## src/rtl/led_matrix_defs.vh

```
`ifndef LED_MATRIX_DEFS_VH
`define LED_MATRIX_DEFS_VH

// ------------------------------------------------------------
// register addresses
// ------------------------------------------------------------
`define ADDR_PWM_FIRST   8'h01
`define ADDR_PWM_LAST    8'h48
`define ADDR_CONFIG      8'h50
`define ADDR_GCS         8'h51
`define ADDR_FREQ_EN     8'hE0
`define ADDR_FREQ_SEL    8'hE2
`define ADDR_STATUS      8'hE4

// ------------------------------------------------------------
// field positions and reset values
// ------------------------------------------------------------
`define CFG_SRS_HI       7
`define CFG_SRS_LO       4
`define CFG_RUN_BIT      0
`define FREQ_SEL_HI      7
`define FREQ_SEL_LO      5
`define FREQ_EN_BIT      0
`define CONFIG_RST       8'h00
`define GCS_RST          8'h00
`define FREQ_SEL_RST     3'h0
`define DUTY_RST         8'h00

// ------------------------------------------------------------
// scan row select encodings
// ------------------------------------------------------------
`define SRS_FOUR         4'h0
`define SRS_THREE        4'h1
`define SRS_TWO          4'h2
`define SRS_STATIC       4'h3

// ------------------------------------------------------------
// timing
// ------------------------------------------------------------
`define CLK_HZ           50000000
`define SCAN_PERIOD_NS   33000
`define ROW_BLANK_NS     830
`define SINK_DELAY_NS    300
`define PWM_BASE_HZ      29000
`define PWM_STEPS        256
`define SCAN_CYC         ((`SCAN_PERIOD_NS * (`CLK_HZ / 1000000)) / 1000)
`define ROW_BLANK_CYC    ((`ROW_BLANK_NS * (`CLK_HZ / 1000000) + 999) / 1000)
`define SINK_DELAY_CYC   ((`SINK_DELAY_NS * (`CLK_HZ / 1000000) + 999) / 1000)
`define PWM_STEP_CYC     (`CLK_HZ / (`PWM_BASE_HZ * `PWM_STEPS))

`endif

```

## src/rtl/pwm_step_divider.v

```verilog
`timescale 1ns/1ns
`include "led_matrix_defs.vh"

module pwm_step_divider #(
	parameter BASE_CYC = `PWM_STEP_CYC,
	parameter CNT_W    = 12
) (
	// clock and reset
	input  wire             clk_in,
	input  wire             reset_n_in,
	// control
	input  wire [2:0]       freq_sel_in,
	// step enable
	output reg              step_out
);

	reg  [CNT_W-1:0] cnt_r;
	reg  [2:0]       shift;
	wire [CNT_W-1:0] limit;

	// ------------------------------------------------------------
	// 000 and 111 both give the base rate, each step up from 000 to 110 halves it
	// ------------------------------------------------------------
	always @* begin
		shift = freq_sel_in;
		if (freq_sel_in == 3'h7) begin
			shift = 3'h0;
		end
	end

	assign limit = (BASE_CYC[CNT_W-1:0] << shift) - {{(CNT_W-1){1'b0}}, 1'b1};

	always @(posedge clk_in or negedge reset_n_in) begin
		if (!reset_n_in) begin
			cnt_r    <= {CNT_W{1'b0}};
			step_out <= 1'b0;
		end else if (cnt_r >= limit) begin
			cnt_r    <= {CNT_W{1'b0}};
			step_out <= 1'b1;
		end else begin
			cnt_r    <= cnt_r + {{(CNT_W-1){1'b0}}, 1'b1};
			step_out <= 1'b0;
		end
	end

endmodule

```

## src/rtl/led_matrix_scan_pwm.v

```verilog
`timescale 1ns/1ns
`include "led_matrix_defs.vh"

module led_matrix_scan_pwm #(
	parameter ROWS = 4,
	parameter COLS = 18
) (
	// clock and reset
	input  wire              clk_in,
	input  wire              reset_n_in,
	// register port
	input  wire              reg_wr_en_in,
	input  wire              reg_rd_en_in,
	input  wire [7:0]        reg_addr_in,
	input  wire [7:0]        reg_wdata_in,
	output reg  [7:0]        reg_rdata_out,
	// matrix drive
	output reg  [ROWS-1:0]   row_switch_output_out,
	output reg  [COLS-1:0]   column_current_sink_out,
	output wire [7:0]        global_current_scale_out
);

	localparam LEDS     = ROWS * COLS;
	localparam ST_BLANK = 1'b0;
	localparam ST_ON    = 1'b1;
	// on time per row slot, blanking taken out of each slot
	localparam integer ON_FOUR_I  = `SCAN_CYC / 4 - `ROW_BLANK_CYC;
	localparam integer ON_THREE_I = `SCAN_CYC / 3 - `ROW_BLANK_CYC;
	localparam integer ON_TWO_I   = `SCAN_CYC / 2 - `ROW_BLANK_CYC;
	localparam integer COLS_I     = COLS;

	reg  [7:0]  duty_r    [0:LEDS-1];
	reg  [7:0]  shadow_r  [0:LEDS-1];
	reg  [7:0]  config_r;
	reg  [7:0]  gcs_r;
	reg         freq_change_enable_r;
	reg  [2:0]  pwm_freq_field_r;
	reg  [7:0]  pwm_cnt_r;
	reg         state_r;
	reg  [1:0]  row_r;
	reg  [11:0] slot_cnt_r;
	reg  [11:0] on_len;
	reg  [1:0]  last_row;
	reg         sink_en;
	wire        step;
	wire        pwm_wrap;
	wire        run;
	wire [3:0]  scan_row_select;
	wire        is_static;
	wire [6:0]  row_base;
	wire        duty_hit;
	wire [6:0]  duty_idx;
	integer     i;

	assign global_current_scale_out = gcs_r;
	assign run             = config_r[`CFG_RUN_BIT];
	assign scan_row_select = config_r[`CFG_SRS_HI:`CFG_SRS_LO];
	assign is_static       = (scan_row_select == `SRS_STATIC);
	assign duty_hit        = reg_addr_in >= `ADDR_PWM_FIRST && reg_addr_in <= `ADDR_PWM_LAST;
	assign duty_idx        = reg_addr_in[6:0] - 7'h01;

	// ------------------------------------------------------------
	// register writes
	// ------------------------------------------------------------
	always @(posedge clk_in or negedge reset_n_in) begin
		if (!reset_n_in) begin
			config_r             <= `CONFIG_RST;
			gcs_r                <= `GCS_RST;
			freq_change_enable_r <= 1'b0;
			pwm_freq_field_r     <= `FREQ_SEL_RST;
			for (i = 0; i < LEDS; i = i + 1) begin
				duty_r[i] <= `DUTY_RST;
			end
		end else if (reg_wr_en_in) begin
			if (duty_hit) begin
				duty_r[duty_idx] <= reg_wdata_in;
			end
			case (reg_addr_in)
				`ADDR_CONFIG: config_r <= reg_wdata_in;
				`ADDR_GCS:    gcs_r <= reg_wdata_in;
				`ADDR_FREQ_EN: freq_change_enable_r <= reg_wdata_in[`FREQ_EN_BIT];
				`ADDR_FREQ_SEL: begin
					if (freq_change_enable_r) begin
						pwm_freq_field_r <= reg_wdata_in[`FREQ_SEL_HI:`FREQ_SEL_LO];
					end
				end
				default: ;
			endcase
		end
	end

	// ------------------------------------------------------------
	// register reads, one cycle latency
	// ------------------------------------------------------------
	always @(posedge clk_in or negedge reset_n_in) begin
		if (!reset_n_in) begin
			reg_rdata_out <= 8'h00;
		end else if (reg_rd_en_in) begin
			if (duty_hit) begin
				reg_rdata_out <= duty_r[duty_idx];
			end else begin
				case (reg_addr_in)
					`ADDR_CONFIG: reg_rdata_out <= config_r;
					`ADDR_GCS:    reg_rdata_out <= gcs_r;
					`ADDR_FREQ_EN:  reg_rdata_out <= {7'h00, freq_change_enable_r};
					`ADDR_FREQ_SEL: reg_rdata_out <= {pwm_freq_field_r, 5'h00};
					`ADDR_STATUS: reg_rdata_out <= {4'h0, |row_switch_output_out, state_r, row_r};
					default:      reg_rdata_out <= 8'h00;
				endcase
			end
		end
	end

	// ------------------------------------------------------------
	// pwm step rate and 256-step counter
	// ------------------------------------------------------------
	pwm_step_divider #(
		.BASE_CYC (`PWM_STEP_CYC),
		.CNT_W    (12)
	) u_div (
		.clk_in      (clk_in),
		.reset_n_in  (reset_n_in),
		.freq_sel_in (pwm_freq_field_r),
		.step_out    (step)
	);

	assign pwm_wrap = step && (pwm_cnt_r == 8'hFF);

	always @(posedge clk_in or negedge reset_n_in) begin
		if (!reset_n_in) begin
			pwm_cnt_r <= 8'h00;
			for (i = 0; i < LEDS; i = i + 1) begin
				shadow_r[i] <= `DUTY_RST;
			end
		end else begin
			if (step) begin
				pwm_cnt_r <= pwm_cnt_r + 8'h01;
			end
			if (pwm_wrap) begin
				for (i = 0; i < LEDS; i = i + 1) begin
					shadow_r[i] <= duty_r[i];
				end
			end
		end
	end

	// ------------------------------------------------------------
	// row slot length by scan row select
	// ------------------------------------------------------------
	always @* begin
		case (scan_row_select)
			`SRS_THREE: begin
				on_len   = ON_THREE_I[11:0];
				last_row = 2'd2;
			end
			`SRS_TWO: begin
				on_len   = ON_TWO_I[11:0];
				last_row = 2'd1;
			end
			default: begin
				on_len   = ON_FOUR_I[11:0];
				last_row = 2'd3;
			end
		endcase
	end

	// ------------------------------------------------------------
	// row scanner
	// ------------------------------------------------------------
	always @(posedge clk_in or negedge reset_n_in) begin
		if (!reset_n_in) begin
			state_r               <= ST_BLANK;
			row_r                 <= 2'd0;
			slot_cnt_r            <= 12'h000;
			row_switch_output_out <= {ROWS{1'b0}};
		end else if (!run || is_static) begin
			state_r               <= ST_BLANK;
			row_r                 <= 2'd0;
			slot_cnt_r            <= 12'h000;
			row_switch_output_out <= {ROWS{1'b0}};
		end else begin
			case (state_r)
				ST_BLANK: begin
					if (slot_cnt_r >= `ROW_BLANK_CYC - 1) begin
						state_r    <= ST_ON;
						slot_cnt_r <= 12'h000;
						row_switch_output_out <= {{(ROWS-1){1'b0}}, 1'b1} << row_r;
					end else begin
						slot_cnt_r <= slot_cnt_r + 12'h001;
					end
				end
				ST_ON: begin
					if (slot_cnt_r >= on_len - 12'h001) begin
						state_r    <= ST_BLANK;
						slot_cnt_r <= 12'h000;
						row_switch_output_out <= {ROWS{1'b0}};
						row_r      <= (row_r >= last_row) ? 2'd0 : row_r + 2'd1;
					end else begin
						slot_cnt_r <= slot_cnt_r + 12'h001;
					end
				end
				default: begin
					state_r <= ST_BLANK;
				end
			endcase
		end
	end

	// ------------------------------------------------------------
	// column sinks compare against the lit row's duties, or row 0's in static mode where no row is lit
	// ------------------------------------------------------------
	always @* begin
		sink_en = 1'b0;
		if (run && is_static) begin
			sink_en = 1'b1;
		end else if (run && state_r == ST_ON && slot_cnt_r >= `SINK_DELAY_CYC - 1
				&& slot_cnt_r < on_len - 12'h001) begin
			sink_en = 1'b1;
		end
	end

	assign row_base = {5'h00, row_r} * COLS_I[6:0];

	genvar c;
	generate
		for (c = 0; c < COLS; c = c + 1) begin : g_col
			always @(posedge clk_in or negedge reset_n_in) begin
				if (!reset_n_in) begin
					column_current_sink_out[c] <= 1'b0;
				end else begin
					column_current_sink_out[c] <= sink_en
						&& (pwm_cnt_r < shadow_r[row_base + c]);
				end
			end
		end
	endgenerate

endmodule

```

## config.mk

```make
export PLATFORM = sky130hd
export DESIGN_NAME = led_matrix_scan_pwm
export DESIGN_NICKNAME = d
export VERILOG_FILES = /design/src/rtl/pwm_step_divider.v /design/src/rtl/led_matrix_scan_pwm.v
export VERILOG_INCLUDE_DIRS = /design/src /design/src/rtl
export SDC_FILE = /design/constraint.sdc
export NUM_CORES = 2
export LEC_CHECK = 0
export BUFFER_PORTS_ARGS = -buffer_cell sky130_fd_sc_hd__buf_2
export CAP_MARGIN = 20
export CELL_PAD_IN_SITES_DETAIL_PLACEMENT = 1
export CELL_PAD_IN_SITES_GLOBAL_PLACEMENT = 2
export CORE_ASPECT_RATIO = 1.1
export CORE_MARGIN = 2
export CORE_UTILIZATION = 31
export DETAILED_ROUTE_END_ITERATION = 10
export PLACE_DENSITY = 0.63
export SLEW_MARGIN = 20
export SYNTH_ARGS = -nofsm -noshare
export SYNTH_HDL_FRONTEND = slang
export SYNTH_HIERARCHICAL = 1
export SYNTH_SLANG_ARGS = --single-unit
```

## constraint.sdc

```tcl
create_clock -name clk_in -period 5 [get_ports clk_in]
set_clock_uncertainty 0.2 [all_clocks]
set_input_delay 1.25 -clock clk_in [delete_from_list [all_inputs] [get_ports clk_in]]
set_output_delay 1.25 -clock clk_in [all_outputs]
set_load 0.005 [all_outputs]
```

==> results.toml <==
[grt]
grt_max_degree = 168
grt-ovfl-total = 0
met2_usage = 0.407
antenna_found_initial = 26
busiest_layer = "met2"
grt_util_met3 = 0.0386
grt_pass1_wl_um = 463000
grt.met1_usage = 0.365
grt_pass1_vias = 54900
grtUsageTotal = 0.264

[logic_synthesis]
syn_area_per_cell_um2 = 13.2
seq_area_frac_synth = 0.409
netlist_area_um2 = 75700
ys_ff_latch = 1238
async_flop_share = 1.00
synth_area_leaders = "dfrtp_1 41%, mux4_2 12%, mux2_2 10%, mux2_4 8.6%, mux2i_1 4.0%"
yosysTopAreaCell = "dfrtp_1"
ys.warnings.count = 6
synth_cell_type_count = 103
synthFlopType = "dfrtp_1"
yosys.area.top_type_share = 0.409
synth_edf_count = 0
postSynthCellCount = 5741

[timing]
slew_violations = 0
period_share = 0.982
finalSetupTns_ps = 0
period_needed_ps = 4910
setup_viol = 0
fmaxAchievable_ghz = 0.204
maxSlewHeadroom = 0.175
worst_pin_slew_ps = 1240
rsz0062_at_grt = "no"
hold_ws_ps = 170
hold_violations = 0

[routing]
viasPerCell = 5.84
route.detailed.drc = 0
drt_iter0_markers = 5046
totalWireLength_um = 329000
dr_total_vias = 53600
ant_nets = 0
wire_per_inst_um = 35.8
dr.pass1.iters = 6

[floorplanning]
initial_utilization = 0.311
fp.dieW_um = 475
die_h_um = 522
dieArea_um2 = 248000
std_cell_rows = 190
core_area_um2 = 243000
ios = 58

[finish]
final_cell_area_um2 = 86400
utilization = 0.355
layout_common_cells = "1,236 x dfrtp_1, 669 x mux2_2, 432 x mux2_4"
syn_to_final_growth_pct = 14.2
drive_above_1_share = 0.384
layout_commonest_cell = "dfrtp_1"
fin_nets = 5980

[cts]
cts_tree = "built"
post-cts-setup-buffers = 0
cts_buffer_depth = 3
root_buffer = "clkbuf_16"
clkSinkCount = 1238
cts_buffers = 148
clk_pin_slew_ps = 60
worstSkewPairLatency_ps = 820
htree_levels = 4

[critical_path]
path_class = "flip-flop to flip-flop"
max_stage_delay_ps = 870
slowest_stage = "a211oi_1"
start_kind = "flip-flop"
crit_arrival_ps = 5310
crit_chain = "buf_12 -> ha_4 -> inv_4 -> nand2_1 -> o22ai_1 -> a22oi_1 -> ha_1 -> o21ai_0 -> nand2b_1 -> a21oi_1 -> a211oi_1 -> a2111oi_0"
cp_data_required_time_ps = 5400
cp-end-kind = "flip-flop"
critical_path.max_fanout = 55
r2r.worst_path.cells = 12

[place]
dp_hpwl_um = 244000
io_buffers = 57
dpl_cell_area_um2 = 81300
routabilityCongestion = 0.953

[power_and_ir_drop]
ir_drop_v = 0.000316
p_per_area_nw_per_um2 = 306
power_mw = 26.4
total_leakage_power_nw = 38.6

[job]
drv_cap = 0

[hold_path]
hp-class = "primary input to async pin"

[run_status]
status = "completed"
-- per-stage QoR --
stage / setup WS, ps / instances
finish: 87.8 / 9182
global route: 7.18 / 9174
CTS: 111 / 9173
detailed placement: -111 / 8909
global placement: -570 / 8909
floorplan: 21.5 / 5742
-- Yosys cell counts, types with 40 or more instances --
cell	count
a31oi_1	40
mux2_4	432
mux2_2	669
mux2_1	163
nand3_1	90
clkbuf_1	229
a21oi_1	268
nor2_8	72
a21o_1	50
ha_1	165
o21ai_0	157
mux2i_1	306
dfrtp_1	1238
mux4_2	418
nor2b_1	70
nor2_1	175
nand2_1	247
a211oi_1	110
inv_1	65
buf_2	158
-- final timing paths --
path                              from                           to  slack, ps
hold / removal              reset_n_in               u_div/cnt_r[6]        170
hold reg to reg            duty_r[232]                  duty_r[232]        310
setup reg to reg              row_r[0]  column_current_sink_out[17]         90
max in group asynchronous   reset_n_in                     row_r[1]       3020
setup / recovery              row_r[0]  column_current_sink_out[17]         90
min in group clk_in        duty_r[232]                  duty_r[232]        310
-- power breakdown --
group | internal (mW) | total (mW) | switching (mW)
Sequential | 10.3 | 10.6 | 0.368
Clock | 6.79 | 11.5 | 4.70
Combinational | 1.55 | 4.32 | 2.77
Total | 18.6 | 26.4 | 7.84
-- logic make-up after synthesis --
family,Yosys count,synth area share
fa+ha+maj,165,0.0273
compound gates,930,0.0810
flops,1238,0.409
other cells,2,0.0000992
mux,1988,0.374
buf+inv,538,0.0338
xor+xnor,22,0.00274
simple gates,858,0.0714
-- timing repair --
item,in CTS,in global routing
setup endpoints to repair,0,2
hold endpoints to repair,0,0
hold buffers,0,0
resized for setup,0,2
-- layout make-up --
class	instances	area, um2
antenna	9	22.5
clock buffer	208	4220
clock inverter	56	825
fill	25400	157000
inverter	69	272
multi-input combinational	3966	42300
sequential	1238	31000
tap	3264	4080
timing repair buffer	372	3650
-- state kept, by name (all words and copies together), names as in the netlist, 12 cells and up --
signal / count
column_current_sink_out: 18
duty_r: 576
shadow_r: 576
slot_cnt_r: 12
u_div/cnt_r: 12
-- layer usage --
metal / share of wire / vias to the layer above
li1: - / 22000
met3: 0.057 / 506
met4: 0.053 / 6
met2: 0.45 / 1806
met5: 0.00015 / -
met1: 0.44 / 29300
-- worst max-delay path, delay by kind of cell (launching register included) --
| kind | cells | cell delay (ps) |
|---|---|---|
| simple gates | 2 | 660 |
| compound gates | 6 | 1870 |
| buf+inv | 2 | 740 |
| flops | 1 | 530 |
| fa+ha+maj | 2 | 650 |
Note: power is estimated with default switching activity, not from simulation.
